[config.mk]
export PLATFORM = sky130hd
export DESIGN_NAME = ams_top
export DESIGN_NICKNAME = d
export VERILOG_FILES = /design/src/inc/ams_pkg.sv /design/src/inc/ams_cnt_if.sv /design/src/inc/ams_irq_if.sv /design/src/core/ams_top.sv /design/src/core/ams_cnt.sv /design/src/core/ams_irq.sv
export SDC_FILE = /design/constraint.sdc
export NUM_CORES = 1
export LEC_CHECK = 0
export ABC_AREA = 1
export BUFFER_PORTS_ARGS = -buffer_cell sky130_fd_sc_hd__buf_4
export CAP_MARGIN = 20
export CELL_PAD_IN_SITES_DETAIL_PLACEMENT = 1
export CELL_PAD_IN_SITES_GLOBAL_PLACEMENT = 2
export CORE_UTILIZATION = 34
export DETAILED_ROUTE_END_ITERATION = 12
export HOLD_SLACK_MARGIN = 0.06
export PLACE_DENSITY = 0.92
export SYNTH_ARGS = -nofsm -noshare
export SYNTH_HDL_FRONTEND = slang
export SYNTH_SLANG_ARGS = --single-unit
[constraint.sdc]
create_clock -name CLK -period 4.1 [get_ports CLK]
set_input_delay 0.82 -clock CLK [delete_from_list [all_inputs] [get_ports CLK]]
set_output_delay 0.82 -clock CLK [all_outputs]
set_load 0.05 [all_outputs]
[src/inc/ams_pkg.sv]
// constants, field layout and state encoding of the async memory sequencer
package ams_pkg;
  localparam int unsigned NUM_CS = 3;
  localparam int unsigned WB_ADR_W = 8;
  localparam logic [7:0] OFF_CFG0 = 8'h00;
  localparam logic [7:0] OFF_WAIT = 8'h0C;
  localparam logic [7:0] OFF_STAT = 8'h10;
  localparam logic [7:0] OFF_MSET = 8'h14;
  localparam logic [7:0] OFF_MCLR = 8'h18;
  localparam int unsigned F_WIDTH = 0;
  localparam int unsigned F_SS = 1;
  localparam int unsigned F_EW = 2;
  localparam int unsigned F_RSET = 4;
  localparam int unsigned F_RSTB = 8;
  localparam int unsigned F_RHLD = 14;
  localparam int unsigned F_WSET = 17;
  localparam int unsigned F_WSTB = 21;
  localparam int unsigned F_WHLD = 27;
  localparam int unsigned F_TA = 30;
  localparam int unsigned SET_W = 4;
  localparam int unsigned STB_W = 6;
  localparam int unsigned HLD_W = 3;
  localparam int unsigned TA_W = 2;
  localparam int unsigned PER_W = 6;
  localparam logic [31:0] CFG_RST = 32'hFFFF_FFF0;
  localparam int unsigned F_WLIM = 0;
  localparam int unsigned WLIM_W = 8;
  localparam int unsigned F_WPOL = 8;
  localparam logic [8:0] WAIT_RST = 9'h080;
  localparam int unsigned WAIT_UNIT = 16;
  localparam int unsigned WCNT_W = 13;
  localparam int unsigned IRQ_WAIT_RISE = 0;
  localparam int unsigned IRQ_TIMEOUT = 1;
  localparam logic [1:0] MASK_RST = 2'h0;
  localparam logic [1:0] SZ_BYTE = 2'h0;
  localparam logic [1:0] SZ_HALF = 2'h1;
  localparam logic [1:0] SZ_WORD = 2'h2;
  typedef enum logic [4:0] {
    ST_IDLE = 5'h01,
    ST_TURN = 5'h02,
    ST_SETUP = 5'h04,
    ST_STROBE = 5'h08,
    ST_HOLD = 5'h10
  } ams_state_e;
endpackage : ams_pkg

[src/inc/ams_cnt_if.sv]
// load/decrement control of one down counter
interface ams_cnt_if #(parameter int unsigned W = 6);
  logic load;
  logic [W-1:0] val;
  logic dec;
  logic zero;
  modport ctl (output load, output val, output dec, input zero);
  modport cnt (input load, input val, input dec, output zero);
endinterface : ams_cnt_if

[src/inc/ams_irq_if.sv]
// mask and event signals between the bus slave and the interrupt logic
interface ams_irq_if;
  logic [1:0] set_bits;
  logic [1:0] clr_bits;
  logic [1:0] ack_bits;
  logic [1:0] events;
  logic [1:0] mask;
  logic [1:0] status;
  logic irq;
  modport ctl (output set_bits, output clr_bits, output ack_bits, output events, input mask, input status, input irq);
  modport sink (input set_bits, input clr_bits, input ack_bits, input events, output mask, output status, output irq);
endinterface : ams_irq_if

[src/core/ams_top.sv]
// normal-mode async memory access sequencer with wishbone register slave
// Function
// - set bit enables wait-rise interrupt
// - set bit enables timeout interrupt
// - clear bit removes wait-rise enable
// - clear bit removes timeout enable
// - normal mode default, byte enables active
// - write enable high during reads
// - output enable high during writes
// - start when top priority, split wide requests
// - wait programmed turnaround before setup
// - same direction back to back: no turnaround
// - direction change with zero field: one cycle
// - recheck priority after turnaround, else abandon
// - read setup loads read timing fields
// - write setup loads write timing fields
// - setup drives address, asserts chip select
// - read strobe drives output enable low
// - capture read data at strobe end
// - wait input lengthens the strobe
// - hold end: address invalid, release select; select stays asserted into an extra beat or a same-direction next setup
// - extra beats reenter setup, no reload
// - pending top request goes to turnaround, or straight to setup when same direction
// - write data valid with address at setup
// - write strobe: write enable low, byte enables
// - turnaround field is the cycle count
// - timing fields are cycles minus one
// - wait beyond limit times out, flags event
// - 8-bit device takes four beats per word
//
// Implementation choices: the placing of the registers and register access over Wishbone.
module ams_top (
  input wire logic CLK,
  input wire logic RESETN,
  input wire logic CE,
  input wire logic WB_CYC_I,
  input wire logic WB_STB_I,
  input wire logic WB_WE_I,
  input wire logic [7:0] WB_ADR_I,
  input wire logic [3:0] WB_SEL_I,
  input wire logic [31:0] WB_DAT_I,
  output logic [31:0] WB_DAT_O,
  output logic WB_ACK_O,
  input wire logic REQ_VALID,
  input wire logic REQ_TOP,
  input wire logic REQ_WRITE,
  input wire logic [1:0] REQ_CS,
  input wire logic [1:0] REQ_SIZE,
  input wire logic [23:0] REQ_ADDR,
  input wire logic [31:0] REQ_WDATA,
  output logic REQ_TAKEN,
  output logic REQ_DONE,
  output logic REQ_ABORT,
  output logic [31:0] REQ_RDATA,
  output logic [21:0] MEM_ADDR_BUS,
  output logic [1:0] MEM_BANK_ADDR_BITS,
  input wire logic [15:0] MEM_DATA_IN,
  output logic [15:0] MEM_DATA_OUT,
  output logic MEM_DATA_OE,
  output logic [2:0] ASYNC_CHIP_SELECT_N,
  output logic OUTPUT_ENABLE_N,
  output logic WRITE_ENABLE_N,
  output logic [1:0] BYTE_ENABLE_N,
  input wire logic EXT_WAIT_IN,
  output logic IRQ
);
  ams_irq_if irq_if ();
  ams_cnt_if #(.W(ams_pkg::PER_W)) per_if ();
  ams_cnt_if #(.W(ams_pkg::WCNT_W)) wcnt_if ();

  ams_irq u_irq (.clk(CLK), .resetn(RESETN), .ce(CE), .i(irq_if));
  ams_cnt u_per (.clk(CLK), .resetn(RESETN), .ce(CE), .c(per_if));
  ams_cnt u_wcnt (.clk(CLK), .resetn(RESETN), .ce(CE), .c(wcnt_if));

  // ---------------- wishbone slave ----------------
  logic ack_r;
  logic [31:0] dat_r;
  logic [31:0] rd_mux;
  logic [ams_pkg::NUM_CS-1:0][31:0] cfg_r;
  logic [8:0] wcfg_r;
  logic wb_req;
  logic wb_wr;

  assign wb_req = WB_CYC_I & WB_STB_I;
  // writes land on the edge where the master samples ack
  assign wb_wr = wb_req & ack_r & WB_WE_I;

  always_ff @(posedge CLK) begin
    if (!RESETN) begin
      ack_r <= 1'b0;
    end else if (CE) begin
      ack_r <= wb_req & ~ack_r;
    end
  end

  always_comb begin
    rd_mux = 32'h0000_0000;
    case (WB_ADR_I)
      ams_pkg::OFF_CFG0: rd_mux = cfg_r[0];
      ams_pkg::OFF_CFG0 + 8'h04: rd_mux = cfg_r[1];
      ams_pkg::OFF_CFG0 + 8'h08: rd_mux = cfg_r[2];
      ams_pkg::OFF_WAIT: rd_mux = {23'h0, wcfg_r};
      ams_pkg::OFF_STAT: rd_mux = {30'h0, irq_if.status};
      ams_pkg::OFF_MSET: rd_mux = {30'h0, irq_if.mask};
      ams_pkg::OFF_MCLR: rd_mux = {30'h0, irq_if.mask};
      default: rd_mux = 32'h0000_0000;
    endcase
  end

  always_ff @(posedge CLK) begin
    if (!RESETN) begin
      dat_r <= 32'h0000_0000;
    end else if (CE && wb_req && !ack_r) begin
      dat_r <= rd_mux;
    end
  end

  for (genvar c = 0; c < ams_pkg::NUM_CS; c++) begin : g_cfg
    for (genvar b = 0; b < 4; b++) begin : g_byte
      always_ff @(posedge CLK) begin
        if (!RESETN) begin
          cfg_r[c][8*b +: 8] <= ams_pkg::CFG_RST[8*b +: 8];
        end else if (CE && wb_wr && WB_SEL_I[b] && WB_ADR_I == ams_pkg::OFF_CFG0 + 8'(4 * c)) begin
          cfg_r[c][8*b +: 8] <= WB_DAT_I[8*b +: 8];
        end
      end
    end
  end

  always_ff @(posedge CLK) begin
    if (!RESETN) begin
      wcfg_r <= ams_pkg::WAIT_RST;
    end else if (CE && wb_wr && WB_ADR_I == ams_pkg::OFF_WAIT) begin
      if (WB_SEL_I[0]) begin
        wcfg_r[7:0] <= WB_DAT_I[7:0];
      end
      if (WB_SEL_I[1]) begin
        wcfg_r[8] <= WB_DAT_I[8];
      end
    end
  end

  assign irq_if.set_bits = (wb_wr && WB_SEL_I[0] && WB_ADR_I == ams_pkg::OFF_MSET) ? WB_DAT_I[1:0] : 2'h0;
  assign irq_if.clr_bits = (wb_wr && WB_SEL_I[0] && WB_ADR_I == ams_pkg::OFF_MCLR) ? WB_DAT_I[1:0] : 2'h0;
  assign irq_if.ack_bits = (wb_wr && WB_SEL_I[0] && WB_ADR_I == ams_pkg::OFF_STAT) ? WB_DAT_I[1:0] : 2'h0;

  // ---------------- sequencer ----------------
  ams_pkg::ams_state_e state_r;
  ams_pkg::ams_state_e state_nxt;
  logic dir_r;
  logic [1:0] cs_r;
  logic [23:0] addr_r;
  logic [31:0] wdata_r;
  logic [31:0] rdata_r;
  logic width16_r;
  logic ew_r;
  logic [1:0] beat_r;
  logic [1:0] last_beat_r;
  logic [ams_pkg::SET_W-1:0] set_r;
  logic [ams_pkg::STB_W-1:0] stb_r;
  logic [ams_pkg::HLD_W-1:0] hld_r;
  logic last_valid_r;
  logic last_dir_r;
  logic wprev_r;
  logic start;
  logic take;
  logic abort;
  logic done;
  logic extra_beat;
  logic new_setup;
  logic wact;
  logic tmo;
  logic strobe_end;
  logic [1:0] req_cs;
  logic [31:0] req_cfg;
  logic [31:0] cfg_use;
  logic [1:0] turn_n;
  logic [1:0] beats_in;
  logic dir_nxt;
  logic [1:0] cs_nxt;
  logic [23:0] addr_nxt;
  logic [31:0] wdata_nxt;
  logic width16_nxt;
  logic [1:0] beat_nxt;
  logic [1:0] off_nxt;
  logic [1:0] off_r;
  logic [1:0] size_nxt;
  logic [1:0] size_r;
  logic [12:0] wait_max;

  // chip select code 3 is folded onto the last chip select
  assign req_cs = (REQ_CS == 2'h3) ? 2'h2 : REQ_CS;
  assign req_cfg = cfg_r[req_cs];
  assign start = REQ_VALID & REQ_TOP;

  always_comb begin
    if (last_valid_r && last_dir_r == REQ_WRITE) begin
      turn_n = 2'h0;
    end else if (last_valid_r && req_cfg[ams_pkg::F_TA +: ams_pkg::TA_W] == 2'h0) begin
      turn_n = 2'h1;
    end else begin
      turn_n = req_cfg[ams_pkg::F_TA +: ams_pkg::TA_W];
    end
  end

  // beats per request: 8-bit device splits a word into four
  always_comb begin
    beats_in = 2'h0;
    case (REQ_SIZE)
      ams_pkg::SZ_HALF: beats_in = req_cfg[ams_pkg::F_WIDTH] ? 2'h0 : 2'h1;
      ams_pkg::SZ_WORD: beats_in = req_cfg[ams_pkg::F_WIDTH] ? 2'h1 : 2'h3;
      default: beats_in = 2'h0;
    endcase
  end

  assign wact = ew_r & (wcfg_r[ams_pkg::F_WPOL] ? EXT_WAIT_IN : ~EXT_WAIT_IN);
  assign tmo = (state_r == ams_pkg::ST_STROBE) & wact & wcnt_if.zero;
  assign strobe_end = (per_if.zero & ~wact) | tmo;
  assign extra_beat = (state_r == ams_pkg::ST_HOLD) & per_if.zero & (beat_r != last_beat_r);

  always_comb begin
    state_nxt = state_r;
    take = 1'b0;
    abort = 1'b0;
    done = 1'b0;
    case (state_r)
      ams_pkg::ST_IDLE: begin
        if (start) begin
          take = 1'b1;
          state_nxt = (turn_n == 2'h0) ? ams_pkg::ST_SETUP : ams_pkg::ST_TURN;
        end
      end
      ams_pkg::ST_TURN: begin
        if (per_if.zero) begin
          if (REQ_TOP) begin
            state_nxt = ams_pkg::ST_SETUP;
          end else begin
            abort = 1'b1;
            state_nxt = ams_pkg::ST_IDLE;
          end
        end
      end
      ams_pkg::ST_SETUP: begin
        if (per_if.zero) begin
          state_nxt = ams_pkg::ST_STROBE;
        end
      end
      ams_pkg::ST_STROBE: begin
        if (strobe_end) begin
          state_nxt = ams_pkg::ST_HOLD;
        end
      end
      ams_pkg::ST_HOLD: begin
        if (extra_beat) begin
          state_nxt = ams_pkg::ST_SETUP;
        end else if (per_if.zero) begin
          done = 1'b1;
          if (start) begin
            take = 1'b1;
            state_nxt = (turn_n == 2'h0) ? ams_pkg::ST_SETUP : ams_pkg::ST_TURN;
          end else begin
            state_nxt = ams_pkg::ST_IDLE;
          end
        end
      end
      default: state_nxt = ams_pkg::ST_IDLE;
    endcase
  end

  assign dir_nxt = take ? REQ_WRITE : dir_r;
  assign cs_nxt = take ? req_cs : cs_r;
  assign addr_nxt = take ? REQ_ADDR : addr_r;
  assign wdata_nxt = take ? REQ_WDATA : wdata_r;
  assign size_nxt = take ? REQ_SIZE : size_r;
  assign width16_nxt = take ? req_cfg[ams_pkg::F_WIDTH] : width16_r;
  assign beat_nxt = take ? 2'h0 : (extra_beat ? beat_r + 2'h1 : beat_r);
  assign off_nxt = width16_nxt ? 2'(addr_nxt[1:0] + {beat_nxt[0], 1'b0}) : 2'(addr_nxt[1:0] + beat_nxt);
  assign cfg_use = cfg_r[cs_nxt];
  assign new_setup = (state_nxt == ams_pkg::ST_SETUP) & (state_r != ams_pkg::ST_SETUP) & ~extra_beat;
  assign wait_max = 13'(({1'b0, wcfg_r[ams_pkg::F_WLIM +: ams_pkg::WLIM_W]} + 9'h001) * ams_pkg::WAIT_UNIT);

  always_ff @(posedge CLK) begin
    if (!RESETN) begin
      state_r <= ams_pkg::ST_IDLE;
    end else if (CE) begin
      state_r <= state_nxt;
    end
  end

  always_ff @(posedge CLK) begin
    if (!RESETN) begin
      dir_r <= 1'b0;
      cs_r <= 2'h0;
      addr_r <= 24'h00_0000;
      wdata_r <= 32'h0000_0000;
      size_r <= ams_pkg::SZ_BYTE;
      width16_r <= 1'b0;
      last_beat_r <= 2'h0;
      beat_r <= 2'h0;
      off_r <= 2'h0;
    end else if (CE) begin
      dir_r <= dir_nxt;
      cs_r <= cs_nxt;
      addr_r <= addr_nxt;
      wdata_r <= wdata_nxt;
      size_r <= size_nxt;
      width16_r <= width16_nxt;
      beat_r <= beat_nxt;
      off_r <= off_nxt;
      if (take) begin
        last_beat_r <= beats_in;
      end
    end
  end

  // timing fields are latched once per request, extra beats reuse them
  always_ff @(posedge CLK) begin
    if (!RESETN) begin
      set_r <= '0;
      stb_r <= '0;
      hld_r <= '0;
      ew_r <= 1'b0;
    end else if (CE && new_setup) begin
      ew_r <= cfg_use[ams_pkg::F_EW];
      if (dir_nxt) begin
        set_r <= cfg_use[ams_pkg::F_WSET +: ams_pkg::SET_W];
        stb_r <= cfg_use[ams_pkg::F_WSTB +: ams_pkg::STB_W];
        hld_r <= cfg_use[ams_pkg::F_WHLD +: ams_pkg::HLD_W];
      end else begin
        set_r <= cfg_use[ams_pkg::F_RSET +: ams_pkg::SET_W];
        stb_r <= cfg_use[ams_pkg::F_RSTB +: ams_pkg::STB_W];
        hld_r <= cfg_use[ams_pkg::F_RHLD +: ams_pkg::HLD_W];
      end
    end
  end

  always_ff @(posedge CLK) begin
    if (!RESETN) begin
      last_valid_r <= 1'b0;
      last_dir_r <= 1'b0;
    end else if (CE && state_nxt == ams_pkg::ST_SETUP) begin
      last_valid_r <= 1'b1;
      last_dir_r <= dir_nxt;
    end
  end

  // period counter holds the timing field value, so setup, strobe and hold each last field plus one cycles
  always_comb begin
    per_if.load = (state_nxt != state_r) | extra_beat;
    per_if.dec = 1'b1;
    per_if.val = '0;
    case (state_nxt)
      ams_pkg::ST_TURN: per_if.val = ams_pkg::PER_W'(turn_n - 2'h1);
      ams_pkg::ST_SETUP: begin
        if (new_setup) begin
          per_if.val = ams_pkg::PER_W'(dir_nxt ? cfg_use[ams_pkg::F_WSET +: ams_pkg::SET_W]
                                               : cfg_use[ams_pkg::F_RSET +: ams_pkg::SET_W]);
        end else begin
          per_if.val = ams_pkg::PER_W'(set_r);
        end
      end
      ams_pkg::ST_STROBE: per_if.val = stb_r;
      ams_pkg::ST_HOLD: per_if.val = ams_pkg::PER_W'(hld_r);
      default: per_if.val = '0;
    endcase
  end

  assign wcnt_if.load = (state_nxt == ams_pkg::ST_STROBE) & (state_r != ams_pkg::ST_STROBE);
  assign wcnt_if.val = wait_max - 13'h0001;
  assign wcnt_if.dec = wact;

  // read data lanes; a timeout still captures whatever the bus carries
  for (genvar k = 0; k < 4; k++) begin : g_rd
    always_ff @(posedge CLK) begin
      if (!RESETN) begin
        rdata_r[8*k +: 8] <= 8'h00;
      end else if (CE && state_r == ams_pkg::ST_STROBE && strobe_end && !dir_r) begin
        if (width16_r && off_r[1] == 1'(k / 2)) begin
          rdata_r[8*k +: 8] <= MEM_DATA_IN[8*(k%2) +: 8];
        end else if (!width16_r && off_r == 2'(k)) begin
          rdata_r[8*k +: 8] <= MEM_DATA_IN[7:0];
        end
      end
    end
  end

  // pins are registered from the next state so they change on period edges
  always_ff @(posedge CLK) begin
    if (!RESETN) begin
      ASYNC_CHIP_SELECT_N <= 3'h7;
      OUTPUT_ENABLE_N <= 1'b1;
      WRITE_ENABLE_N <= 1'b1;
      BYTE_ENABLE_N <= 2'h3;
      MEM_DATA_OE <= 1'b0;
    end else if (CE) begin
      if (state_nxt == ams_pkg::ST_SETUP || state_nxt == ams_pkg::ST_STROBE || state_nxt == ams_pkg::ST_HOLD) begin
        ASYNC_CHIP_SELECT_N <= ~(3'h1 << cs_nxt);
        MEM_DATA_OE <= dir_nxt;
      end else begin
        ASYNC_CHIP_SELECT_N <= 3'h7;
        MEM_DATA_OE <= 1'b0;
      end
      OUTPUT_ENABLE_N <= ~(state_nxt == ams_pkg::ST_STROBE && !dir_nxt);
      WRITE_ENABLE_N <= ~(state_nxt == ams_pkg::ST_STROBE && dir_nxt);
      if ((state_nxt == ams_pkg::ST_STROBE && dir_nxt) ||
          (!dir_nxt && (state_nxt == ams_pkg::ST_SETUP || state_nxt == ams_pkg::ST_STROBE ||
                        state_nxt == ams_pkg::ST_HOLD))) begin
        if (!width16_nxt || size_nxt == ams_pkg::SZ_BYTE) begin
          BYTE_ENABLE_N <= (width16_nxt && off_nxt[0]) ? 2'h1 : 2'h2;
        end else begin
          BYTE_ENABLE_N <= 2'h0;
        end
      end else begin
        BYTE_ENABLE_N <= 2'h3;
      end
    end
  end

  always_ff @(posedge CLK) begin
    if (!RESETN) begin
      MEM_ADDR_BUS <= 22'h00_0000;
      MEM_BANK_ADDR_BITS <= 2'h0;
      MEM_DATA_OUT <= 16'h0000;
    end else if (CE && state_nxt == ams_pkg::ST_SETUP && state_r != ams_pkg::ST_SETUP) begin
      MEM_ADDR_BUS <= addr_nxt[23:2];
      MEM_BANK_ADDR_BITS <= width16_nxt ? {off_nxt[1], 1'b0} : off_nxt;
      if (width16_nxt) begin
        MEM_DATA_OUT <= 16'(wdata_nxt >> {off_nxt[1], 4'h0});
      end else begin
        MEM_DATA_OUT <= {8'h00, 8'(wdata_nxt >> {off_nxt, 3'h0})};
      end
    end
  end

  always_ff @(posedge CLK) begin
    if (!RESETN) begin
      REQ_TAKEN <= 1'b0;
      REQ_DONE <= 1'b0;
      REQ_ABORT <= 1'b0;
      wprev_r <= 1'b1; // pin idles high, so no false rise after reset
    end else if (CE) begin
      REQ_TAKEN <= take;
      REQ_DONE <= done;
      REQ_ABORT <= abort;
      wprev_r <= EXT_WAIT_IN;
    end
  end

  assign irq_if.events[ams_pkg::IRQ_WAIT_RISE] = EXT_WAIT_IN & ~wprev_r;
  assign irq_if.events[ams_pkg::IRQ_TIMEOUT] = tmo;

  assign REQ_RDATA = rdata_r;
  assign WB_DAT_O = dat_r;
  assign WB_ACK_O = ack_r;
  assign IRQ = irq_if.irq;
endmodule : ams_top

[src/core/ams_cnt.sv]
// loadable down counter that stops at zero
module ams_cnt (
  input wire logic clk,
  input wire logic resetn,
  input wire logic ce,
  ams_cnt_if.cnt c
);
  localparam int unsigned W = $bits(c.val);
  logic [W-1:0] cnt_r;

  always_ff @(posedge clk) begin
    if (!resetn) begin
      cnt_r <= '0;
    end else if (ce) begin
      if (c.load) begin
        cnt_r <= c.val;
      end else if (c.dec && cnt_r != '0) begin
        cnt_r <= cnt_r - W'(1);
      end
    end
  end

  assign c.zero = (cnt_r == '0);
endmodule : ams_cnt

[src/core/ams_irq.sv]
// interrupt enable masks, sticky event status and the interrupt line
module ams_irq (
  input wire logic clk,
  input wire logic resetn,
  input wire logic ce,
  ams_irq_if.sink i
);
  logic [1:0] mask_r;
  logic [1:0] status_r;
  logic irq_r;

  always_ff @(posedge clk) begin
    if (!resetn) begin
      mask_r <= ams_pkg::MASK_RST;
    end else if (ce) begin
      mask_r <= (mask_r | i.set_bits) & ~i.clr_bits;
    end
  end

  // a new event beats a software acknowledge in the same cycle
  always_ff @(posedge clk) begin
    if (!resetn) begin
      status_r <= 2'h0;
    end else if (ce) begin
      status_r <= (status_r & ~i.ack_bits) | i.events;
    end
  end

  always_ff @(posedge clk) begin
    if (!resetn) begin
      irq_r <= 1'b0;
    end else if (ce) begin
      irq_r <= |(status_r & mask_r);
    end
  end

  assign i.mask = mask_r;
  assign i.status = status_r;
  assign i.irq = irq_r;
endmodule : ams_irq

## Word level (Yosys, flattened, before mapping)

Cells that the tools add are included.

| cells by class | value |
|---|---|
| eq/ne operators | 26 |
| shift operators | 3 |
| add/subtract/negate cells | 8 |
| $lt $le $gt $ge | 2 |
| mux-type cells | 69 |
| bitwise logic cells | 33 |
| reduce and logical (&&, ||, !) cells | 78 |

Operators with widths:

| operator | count |
|---|---|
| one-hot mux 32 bit (6 select lines) | 1 |
| binary-select mux 32 bit (select 2 bit) | 2 |
| two-way mux 32 bit | 2 |
| two-way mux 8 bit | 8 |
| logical AND 1 bit | 43 |
| >> shifter 32 x 5 -> 16 bit | 1 |
| >> shifter 32 x 5 -> 8 bit | 1 |
| two-way mux 2 bit | 15 |
| two-way mux 30 bit | 1 |
| two-way mux 5 bit | 6 |
| two-way mux 13 bit | 2 |
| subtractor 13 x 1 -> 13 bit, second input constant | 2 |
| one-hot mux 5 bit (5 select lines) | 1 |
| equality test 8 x 5 -> 1 bit, second input constant | 3 |
| two-way mux 24 bit | 1 |
| one-hot mux 6 bit (4 select lines) | 1 |
| two-way mux 6 bit | 3 |
| AND reduction 2 bit | 9 |
| equality test 8 x 4 -> 1 bit, second input constant | 2 |
| two-way mux 16 bit | 1 |
| AND 1 bit | 15 |
| two-way mux 1 bit | 15 |
| two-way mux 3 bit | 5 |
| zero test 13 bit | 1 |
| 38 further kinds | 78 |

| word-level totals | value |
|---|---|
| register bits | 335 |
| output and inout port bits | 117 |
| bits of input ports | 130 |
| logic and storage cells | 272 |

## Longest topological paths before layout

Gate-level depths: netlist of run 1.

| depth | value |
|---|---|
| depth in word-level cells | 20 |
| depth in mapped cells | 23 |
| mapped depth without buffers | 23 |

## Modules after synthesis

Synthesis of run 1 repeated with hierarchy kept, for this count alone.

| unflattened totals | value |
|---|---|
| cell total of the unflattened synthesis | 2,343 |
| area total of the unflattened synthesis | 15,947.8 µm² |

By module, submodules not included:

| module | times used | cells an instance | area an instance (µm²) | sequential area each (µm²) |
|---|---|---|---|---|
| ams_top | 1 | 2,079 | 14,346.3 | 6,226.0 |
| ams_cnt (u_wcnt) | 1 | 167 | 968.4 | 260.2 |
| ams_cnt (u_per) | 1 | 67 | 425.4 | 120.1 |
| ams_irq | 1 | 30 | 207.7 | 100.1 |

## Worst setup path before layout of run 1

No wires, ideal clock.

| timing path | value |
|---|---|
| path type | input to register |
| start | input REQ_VALID |
| end | register MEM_DATA_OUT[2] |
| path slack | 1,249 ps |
| library setup time | 109 ps |
| stages | 19 |
| arrival | 2,743 ps |
| data required time | 3,991 ps |
| buffers on the path | 2 |
| path through | nand2_1 inv_1 nand4_2 nand2_2 buf_6 o21a_1 inv_1 ha_1 nand3_1 nand2_1 nand2_1 nand3_2 nand2_4 buf_6 nand2_2 nand3_1 nand3_1 nand2_1 inv_1 |

| on the way | value |
|---|---|
| longest elaborated chain between the ends | 10 |
| elaborated cells on any way between the ends | 23 |
| classes of those cells | 2 x add/sub; 1 x eq/ne; 2 x shift; 15 x mux; 1 x bitwise; 2 x reduce/logical |

Ends and longest elaborated chain:

| what | RTL line | text |
|---|---|---|
| start: declaration | ams_top.sv:44 | `input wire logic REQ_VALID,` |
| AND 1 bit * | ams_top.sv:194 | `assign start = REQ_VALID & REQ_TOP;` |
| two-way mux 1 bit * | ams_top.sv:228, ams_top.sv:258 |  |
| two-way mux 1 bit | ams_top.sv:256 | `end else if (per_if.zero) begin` |
| two-way mux 1 bit | ams_top.sv:254 | `if (extra_beat) begin` |
| one-hot mux 1 bit (2 select lines) * | ams_top.sv:226 | `case (state_r)` |
| two-way mux 24 bit * | ams_top.sv:272 | `assign addr_nxt = take ? REQ_ADDR : addr_r;` |
| named net addr_nxt[0] | ams_top.sv:181 | `logic [23:0] addr_nxt;` |
| adder 2 bit | ams_top.sv:277 | `assign off_nxt = width16_nxt ? 2'(addr_nxt[1:0] + {beat_nxt[0], 1'b0}) : 2'(addr_nxt[1:0] + beat_nxt);` |
| two-way mux 2 bit * | ams_top.sv:277 |  |
| >> shifter 32 x 5 -> 8 bit / >> shifter 32 x 5 -> 16 bit (equally long branches) | ams_top.sv:430, ams_top.sv:428 |  |
| two-way mux 16 bit * | ams_top.sv:427 | `if (width16_nxt) begin` |
| end signal: assignment | ams_top.sv:428 | `MEM_DATA_OUT <= 16'(wdata_nxt >> {off_nxt[1], 4'h0});` |
| end signal: assignment | ams_top.sv:430 | `MEM_DATA_OUT <= {8'h00, 8'(wdata_nxt >> {off_nxt, 3'h0})};` |
| end: declaration | ams_top.sv:58 | `output logic [15:0] MEM_DATA_OUT,` |

The timed path passes the listed nets; every way through them passes the cells marked *.
A chain may end at the register's enable or synchronous reset.

## Worst setup path after layout of run 1

| timing path | value |
|---|---|
| start | register u_per.cnt_r[0] |
| end | register MEM_DATA_OUT[1] |

| on the way | value |
|---|---|
| longest elaborated chain between the ends | 10 |
| elaborated cells on any way between the ends | 28 |
| classes of those cells | 2 x add/sub; 1 x eq/ne; 2 x shift; 16 x mux; 4 x bitwise; 3 x reduce/logical |

Ends and longest elaborated chain:

| what | RTL line | text |
|---|---|---|
| start: declaration | ams_cnt.sv:9 | `logic [W-1:0] cnt_r;` |
| start signal: assignment | ams_cnt.sv:16 | `cnt_r <= c.val;` |
| start signal: assignment | ams_cnt.sv:18 | `cnt_r <= cnt_r - W'(1);` |
| zero test 6 bit * | ams_cnt.sv:23 | `assign c.zero = (cnt_r == '0);` |
| AND 1 bit (2 in series) | ams_top.sv:219 | `assign extra_beat = (state_r == ams_pkg::ST_HOLD) & per_if.zero & (beat_r != last_beat_r);` |
| two-way mux 1 bit * | ams_top.sv:254 |  |
| one-hot mux 1 bit (2 select lines) * | ams_top.sv:226 |  |
| two-way mux 24 bit * | ams_top.sv:272 |  |
| named net addr_nxt[0] | ams_top.sv:181 |  |
| adder 2 bit | ams_top.sv:277 |  |
| two-way mux 2 bit * | ams_top.sv:277 |  |
| >> shifter 32 x 5 -> 8 bit / >> shifter 32 x 5 -> 16 bit (equally long branches) | ams_top.sv:430, ams_top.sv:428 |  |
| two-way mux 16 bit * | ams_top.sv:427 |  |

Marked as above.

==> Implementation_results.wiki, run 1 <==
{| class="wikitable"
! Metric !! Value
|-
| Fraction of power spent switching nets || 27.0%
|-
| Net total in the final layout || 2576
|-
| End-of-flow core utilization || 42.7%
|-
| Post-synthesis sequential area ratio || 42.3%
|-
| Initial standard-cell utilization of the core || 34.7%
|-
| Count of hold buffers inserted by post-cts repair || 0
|-
| Largest voltage drop on the vdd net || 0.275 mV
|-
| Overall die height || 218 um
|-
| Reg-to-reg critical path startpoint || u_per.cnt_r[0]
|-
| Sum of negative setup slack || 0 ns
|-
| Total global routing track utilization || 23.5%
|-
| Register clock-pin slew on the reported worst setup and hold paths || 0.06 ns
|-
| Main synth FF type || sky130_fd_sc_hd__dfxtp_1
|-
| Aggregate routed wire length || 56400 um
|-
| Inserted Clock Buffers || 40
|-
| Endpoint required time on the critical path || 4.57 ns
|-
| Crit Path Class || flop to flop
|-
| Fin crit period || 3.24 ns
|-
| Power density normalized to cell area || 393 nW/um2
|-
| Cell seen most often among critical-path stages || sky130_fd_sc_hd__nand2_1
|-
| Worst reg2reg endpoint || MEM_DATA_OUT[1]
|-
| Reg2reg path depth || 19
|-
| Number of levels in the clock H-tree || 2
|-
| Number of detailed-route iterations in the first pass || 5
|-
| TritonCTS clock tree || done
|-
| Cell area after technology mapping || 15900 um2
|-
| Worst min path class || flop to flop
|-
| Number of filler instances in the final layout || 5746
|-
| Worst-Margin Slew || 0.955 ns
|-
| Number of antenna violations at the first check in global routing || 2
|-
| Critical Path Fanout Max || 17
|-
| Unrepaired setup endpoints after global routing || false
|-
| Fraction of final layout cells with drive strength greater than 1 || 16.4%
|-
| Count of flip-flops with a built-in enable after synthesis || 0
|-
| Post-synth top area share || 42.3%
|-
| Violation count after the first detailed-routing iteration || 1048
|-
| Fmax || 309 MHz
|-
| Total of flip-flops plus latches after synthesis || 335
|-
| Internal || 5.61 mW
|-
| GR Overflow Total || 0
|-
| Run status || complete, no violations
|-
| Placer congestion estimate || 0.811
|-
| Critical-path cell list || inv_1 -> ha_1 -> nand2_2 -> nor2_8 -> nand4_2 -> nand2_2 -> o21a_1 -> inv_1 -> ha_1 -> nand3_1 -> nand2_1 -> nand2_1 -> nand3_2 -> nand2_4 -> nand2_1 -> nand3_1 -> nand3_1 -> nand2_1 -> inv_1
|-
| Count of final setup violators || 0
|-
| Leak pwr || 8.97 nW
|-
| Area fraction in and, or, nand and nor cells after synthesis || 23.5%
|-
| Top-level port count || 247
|-
| Post-synthesis instance total || 2231
|-
| Cell row count || 78
|-
| Critical path launch point type || flop
|-
| Area share of fa/ha/maj cells after synthesis || 0.631%
|-
| Most frequent cells in the layout || sky130_fd_sc_hd__nand2_1 (517), sky130_fd_sc_hd__dfxtp_1 (335), sky130_fd_sc_hd__buf_4 (278)
|-
| Cell at the slowest stage of the critical path || sky130_fd_sc_hd__dfxtp_1
|-
| Top cell type by total area after synthesis || sky130_fd_sc_hd__dfxtp_1
|-
| R2R Setup Slk || 0.86 ns
|-
| Number of buffers inserted by port buffering || 246
|-
| Synth top area cells || sky130_fd_sc_hd__dfxtp_1 (42%), sky130_fd_sc_hd__nand2_1 (12%), sky130_fd_sc_hd__o21ai_0 (8.2%)
|-
| Critical Path Max Stage Delay || 0.31 ns
|-
| Pin count of the biggest net entering global routing || 191
|-
| Number of max-slew violations in the final report || 0
|-
| Total vias in the final route || 16200
|-
| Count of instances resized after the clock tree is built || 0
|-
| Switching power total || 2.07 mW
|-
| Post-synthesis compound-gate area fraction || 22.8%
|-
| Worst relative slew slack || 36.3%
|-
| Origin of the worst setup path || u_per.cnt_r[0]
|-
| Mean instance size in the synthesized netlist || 7.11 um2
|-
| Worst slack on hold paths || 0.457 ns
|-
| Logic gate share of total power || 11.3%
|-
| Vias/cell || 5.28
|-
| Capturing element of the worst setup path || MEM_DATA_OUT[1]
|-
| Area overhead of the layout relative to synthesis || 23.0%
|-
| Portion of total power attributed to the clock network || 45.3%
|-
| Multiplexer area fraction after synthesis || 0.0631%
|-
| Final hold violations || 0
|-
| Number of library cell types mapped by synthesis || 54
|-
| Die extent in x || 218 um
|-
| Buf+Inv Stages, Crit Path || 3
|-
| Postcts setup bufs || 0
|-
| HPWL after detailed placement || 39900 um
|-
| Final ANT Viol Nets || 0
|-
| Synth Area in XOR/XNOR || 1.21%
|-
| Cell family with most CP delay || simple AND/OR/NAND/NOR gates
|-
| Fraction of registers with async set/reset || 0%
|-
| Post-synthesis net count || 2369
|-
| Dominant combinational cell family by area after synthesis || simple AND/OR/NAND/NOR gates
|-
| Global-route wire length before repair || 89700 um
|-
| Worst-case clock buffer depth || 3
|-
| Area enclosed by the die boundary || 47500 um2
|-
| Vias in the first global route || 16400
|-
| Worst-skew pair later-pin latency || 0.57 ns
|-
| Wirelength per Cell || 18.4 um
|-
| Most frequent standard cell in the layout excluding fill and tap cells || sky130_fd_sc_hd__nand2_1
|-
| DR DRC count || 0
|-
| Worst endpoint data arrival time || 3.71 ns
|-
| Crit path capture type || flop
|-
| Yosys warns || 0
|-
| Clock Sink Count || 335
|-
| Max cap viols || 0
|-
| Clock Skew || 0.0244 ns
|-
| WP depth || 19
|-
| Share of the clock period used by the worst path after layout || 79.1%
|-
| Floorplan Core Area || 45700 um2
|-
| CTS root buffer || sky130_fd_sc_hd__clkbuf_16
|-
| Part of the total power dissipated in sequential elements || 43.5%
|}
layer usage:
layer,global-route usage [%],up-vias,wire [um]
met3,3.57,90,2240
li1,-,7863,-
met1,31.0,7934,26100
met4,6.71,2,1330
met5,0,-,13
met2,39.6,326,26700
worst min-delay path by stage:
stage,startpoint,end,cells past startpoint
after global placement,wdata_r[17],wdata_r[17],2
after global routing,wdata_r[26],wdata_r[26],2
after detailed placement,wdata_r[18],wdata_r[18],2
after CTS,wdata_r[18],wdata_r[18],2
final,wdata_r[18],wdata_r[18],2
after floorplan,addr_r[2],addr_r[2],2
synthesized netlist by cell type (all sizes together) (3+ instances only):
cell type	n
nor3	18
nor4	3
nand4	25
a21oi	219
buf	29
o22ai	7
o21ai	268
o211ai	41
a211oi	46
nand2	534
dfxtp	335
nand3b	7
xor2	16
ha	8
xnor2	6
nand3	122
a31oi	9
o21a	12
inv	256
clkbuf	88
o221ai	24
nor2	141
tightest hold or removal path, cell delays in order, from the launching register on:
cell and delay (ns):
sky130_fd_sc_hd__dfxtp_1 0.30, sky130_fd_sc_hd__inv_1 0.06, sky130_fd_sc_hd__a21oi_1 0.05
power groups by stage:
stage / clock network, mW / logic, mW / registers (mW)
global route: 3.68 / 0.960 / 3.34
finish: 3.47 / 0.866 / 3.34
floorplan: 0 / 0.519 / 3.43
CTS: 3.55 / 0.869 / 3.34
detailed placement: 0 / 0.860 / 3.41
global placement: 0 / 0.841 / 3.41
flip-flops by register name, summed over array words and instances (netlist names), 9 cells and up:
name          cells
MEM_ADDR_BUS     22
MEM_DATA_OUT     16
REQ_RDATA        32
WB_DAT_O         32
addr_r           24
cfg_r            96
u_wcnt.cnt_r     13
wcfg_r            9
wdata_r          32
per-stage QoR:
step                      power (mW)  instances  setup slack [ns]  cell area (um2)
after floorplan                 3.95       2231              1.25            15900
after global placement          4.25       2996             0.673            18300
after detailed placement        4.27       2996             0.518            18300
after CTS                       7.75       3069             0.865            19500
after global routing            7.98       3070             0.557            19500
final                           7.68       3070             0.859            19500
final cells by class:
type	instances	area, um2	share of cell area [%]
Antenna cell	1	2.50	0.0128
Timing Repair Buffer	282	2170	11.1
Inverter	256	970	4.97
Sequential cell	335	6710	34.4
Multi-Input combinational cell	1523	7660	39.2
Clock inverter	12	75.1	0.385
Clock buffer	61	1190	6.10
Tap cell	600	751	3.85
cell families (layout without fill, tap and decap cells):
family          Yosys count  in the layout
fa+ha+maj                 8              8
buf+inv                 373            611
other cells               0              1
xor+xnor                 22             22
simple gates            854            854
mux                       1              1
flops                   335            335
compound gates          638            638
Power figures use the tool's default switching activity.
==> run 2, diff against run 1 <==
--- a/config.mk
+++ b/config.mk
@@ -10,10 +10,10 @@
 export CAP_MARGIN = 20
 export CELL_PAD_IN_SITES_DETAIL_PLACEMENT = 1
 export CELL_PAD_IN_SITES_GLOBAL_PLACEMENT = 2
-export CORE_UTILIZATION = 34
+export CORE_UTILIZATION = 29
 export DETAILED_ROUTE_END_ITERATION = 12
 export HOLD_SLACK_MARGIN = 0.06
-export PLACE_DENSITY = 0.92
+export PLACE_DENSITY = 0.85
 export SYNTH_ARGS = -nofsm -noshare
 export SYNTH_HDL_FRONTEND = slang
 export SYNTH_SLANG_ARGS = --single-unit
==> constraint.sdc (replaced) <==
create_clock -name CLK -period 2.7 [get_ports CLK]
set_input_delay 0.54 -clock CLK [delete_from_list [all_inputs] [get_ports CLK]]
set_output_delay 0.54 -clock CLK [all_outputs]
set_load 0.05 [all_outputs]
==> run 2 against run 1 <==
Compared with the run above:
- clock power up 63%
- setup slack lost 0.75 ns
- sequential share of layout area is 1.8 points lower
- hold slack got worse by 0.23 ns
- combinational power up 78%
- core utilization is 4.4 points lower
- routed wire length is 4.9% higher
- via count is essentially flat
==> Implementation_results.wiki, run 2 (synthesized netlist as in run 1, its figures left out) <==
{| class="wikitable"
! Metric !! Value
|-
| Endpoint required time on the critical path || 3.16 ns (-1.41 ns)
|-
| Share of the clock period used by the worst path after layout || 95.9% (+17 points)
|-
| Critical Path Fanout Max || 8 (-9)
|-
| Placed inst area || 19000 um2 (+4.1%)
|-
| Pin count of the biggest net entering global routing || 191 (unchanged)
|-
| End-of-flow core utilization || 38.3% (-4.4 points)
|-
| Cell row count || 85 (+9.0%)
|-
| Setup slack of the critical path after layout || 0.111 ns (-0.748 ns)
|-
| Overall die height || 236 um (+8.2%)
|-
| Part of the total power dissipated in sequential elements || 41.3% (-2.2 points)
|-
| Worst min path class || primary input to flop
|-
| Floorplan Core Area || 53900 um2 (+18%)
|-
| Aggregate routed wire length || 59100 um (+4.9%)
|-
| Crit path capture type || flop
|-
| Final hold violations || 0 (unchanged)
|-
| Critical path launch point type || flop
|-
| Largest voltage drop on the vdd net || 0.415 mV (+51%)
|-
| GR Overflow Total || 0 (unchanged)
|-
| Vias in the first global route || 16600 (+1.0%)
|-
| Total vias in the final route || 16200 (+0.074%)
|-
| Run status || complete, no violations
|-
| Clock Skew || 0.0175 ns (-0.00693 ns)
|-
| Area enclosed by the die boundary || 55700 um2 (+17%)
|-
| Register clock-pin slew on the reported worst setup and hold paths || 0.06 ns (about the same)
|-
| Crit Path Class || flop to flop
|-
| Worst slack on hold paths || 0.224 ns (-0.233 ns)
|-
| Total global routing track utilization || 20.7% (-2.8 points)
|-
| Switching power total || 3.25 mW (+57%)
|-
| Fmax || 386 MHz (+25%)
|-
| Number of buffers inserted by port buffering || 246 (unchanged)
|-
| Worst-Margin Slew || 1.02 ns (+0.0675 ns)
|-
| Die extent in x || 236 um (+8.2%)
|-
| Number of max-slew violations in the final report || 0 (unchanged)
|-
| Number of detailed-route iterations in the first pass || 6 (+1)
|-
| Placer congestion estimate || 0.844 (+4.1%)
|-
| Wirelength per Cell || 18.3 um (-0.53%)
|-
| Worst-case setup slack after placement || -0.0828 ns (-0.601 ns)
|-
| Global-route wire length before repair || 93100 um (+3.7%)
|-
| Worst-skew pair later-pin latency || 0.56 ns (about the same)
|-
| Portion of total power attributed to the clock network || 46.1% (+0.8 points)
|-
| CTS root buffer || sky130_fd_sc_hd__clkbuf_16
|-
| TritonCTS clock tree || done
|-
| Leak pwr || 9.45 nW (+5.4%)
|-
| Count of final setup violators || 0 (unchanged)
|-
| Sum of negative setup slack || 0 ns (unchanged)
|-
| Power density normalized to cell area || 594 nW/um2 (+51%)
|-
| Number of levels in the clock H-tree || 2 (unchanged)
|-
| Violation count after the first detailed-routing iteration || 781 (-25%)
|-
| HPWL after detailed placement || 42500 um (+6.5%)
|-
| Fraction of final layout cells with drive strength greater than 1 || 19.8% (+3.4 points)
|-
| Worst endpoint data arrival time || 3.05 ns (-0.66 ns)
|-
| Internal || 9.01 mW (+61%)
|-
| Worst relative slew slack || 31.8% (-4.5 points)
|-
| Logic gate share of total power || 12.6% (+1.3 points)
|-
| Area overhead of the layout relative to synthesis || 30.1%
|-
| Worst-case clock buffer depth || 3 (unchanged)
|-
| Clock Sink Count || 335 (unchanged)
|-
| Max cap viols || 0 (unchanged)
|-
| Fin crit period || 2.59 ns (-0.652 ns)
|-
| Most frequent cells in the layout || sky130_fd_sc_hd__nand2_1 (510), sky130_fd_sc_hd__buf_4 (332), sky130_fd_sc_hd__dfxtp_1 (330)
|-
| Register with the most flip-flops || cfg_r
|-
| Count of hold buffers inserted by post-cts repair || 0 (unchanged)
|-
| Number of antenna violations at the first check in global routing || 3 (+1)
|-
| Inserted Clock Buffers || 41 (+2.5%)
|-
| Net total in the final layout || 2648 (+2.8%)
|-
| Most frequent standard cell in the layout excluding fill and tap cells || sky130_fd_sc_hd__nand2_1
|-
| Vias/cell || 5.01 (-5.1%)
|-
| Final ANT Viol Nets || 0 (unchanged)
|-
| Fraction of power spent switching nets || 26.5% (-0.46 points)
|-
| DR DRC count || 0 (unchanged)
|-
| Initial standard-cell utilization of the core || 29.4% (-5.3 points)
|-
| Final non-filler cell area || 20600 um2 (+5.8%)
|-
| Top-level port count || 247 (unchanged)
|-
| Flip-flop count of the largest register, all copies and words added || 96 (unchanged)
|}
[run 2: changes by cell type in the layout (fill, tap and decap cells not counted), moves of 6 or more]
cell	before	now
sky130_fd_sc_hd__inv_1	246	240
sky130_fd_sc_hd__buf_12	4	18
sky130_fd_sc_hd__nand2_1	517	510
sky130_fd_sc_hd__buf_4	278	332
sky130_fd_sc_hd__inv_2	6	12
sky130_fd_sc_hd__nor2_4	4	10
[run 2: power by group through the flow]
stage	combinational (mW)	clock [mW]	sequential [mW]
2_1_floorplan	0.788	0	5.21
4_1_cts	1.47	5.77	5.07
3_3_place_gp	1.41	0	5.17
6_report	1.54	5.65	5.07
3_5_place_dp	1.45	0	5.17
5_1_grt	1.69	5.97	5.07
[run 2: critical path: stages (launching register included)]
cell and delay, ns:
sky130_fd_sc_hd__dfxtp_1 0.32, sky130_fd_sc_hd__inv_2 0.09, sky130_fd_sc_hd__ha_4 0.17, sky130_fd_sc_hd__nand4_4 0.13, sky130_fd_sc_hd__nor2_4 0.18, sky130_fd_sc_hd__nand2_2 0.09, sky130_fd_sc_hd__nand2_4 0.11, sky130_fd_sc_hd__nand2_8 0.08
sky130_fd_sc_hd__nand3_4 0.07, sky130_fd_sc_hd__inv_2 0.04, sky130_fd_sc_hd__ha_2 0.18, sky130_fd_sc_hd__inv_1 0.08, sky130_fd_sc_hd__nand2_2 0.07, sky130_fd_sc_hd__nand2_1 0.08, sky130_fd_sc_hd__nand2_2 0.08, sky130_fd_sc_hd__nand3_4 0.16
sky130_fd_sc_hd__buf_6 0.16, sky130_fd_sc_hd__nand3b_1 0.12, sky130_fd_sc_hd__nand3_1 0.10, sky130_fd_sc_hd__nand3_1 0.08, sky130_fd_sc_hd__nand2_1 0.06, sky130_fd_sc_hd__inv_1 0.03
[run 2: what timing repair did]
item                                   4_1_cts  5_1_grt
endpoints found under the hold margin        0        0
buffers inserted                             0        9
cloned                                       0        2
gates resized for setup                      4       45
setup endpoints to repair                   28      114
pin swaps                                    0       18
[run 2: worst paths after layout]
path	from	to	slack, ns	cells after the start
worst max-delay path	u_per.cnt_r[0]	MEM_DATA_OUT[7]	0.11	21
worst min-delay path	WB_DAT_I[29]	cfg_r[93]	0.22	3
worst max register to register	u_per.cnt_r[0]	MEM_DATA_OUT[7]	0.11	21
worst min register to register	wdata_r[23]	wdata_r[23]	0.45	2
[run 2: stage by stage]
step | std cells | power (mW)
final | 3236 | 12.3
after detailed placement | 3152 | 6.62
after global routing | 3236 | 12.7
after CTS | 3223 | 12.3
after global placement | 3152 | 6.58
after floorplan | 2231 | 5.99
[run 2: layout make-up]
class                           instances  area, um2
Inverter                              256        970
Sequential cell                       335       6720
Clock inverter                         12        139
Multi-Input combinational cell       1525       7870
Timing Repair Buffer                  351       2860
Tap cell                              696        871
Clock buffer                           59       1220
Fill cell                            6632      33300
Antenna cell                            2       5.00
[run 2: routing by layer]
| metal | vias up | global-route usage [%] | part of all wire, % |
|---|---|---|---|
| li1 | 8014 | - | - |
| met1 | 7855 | 27.1 | 46 |
| met2 | 283 | 35.6 | 48 |
| met3 | 73 | 2.75 | 3.6 |
| met4 | 2 | 5.70 | 2.0 |
| met5 | - | 0 | 0.020 |
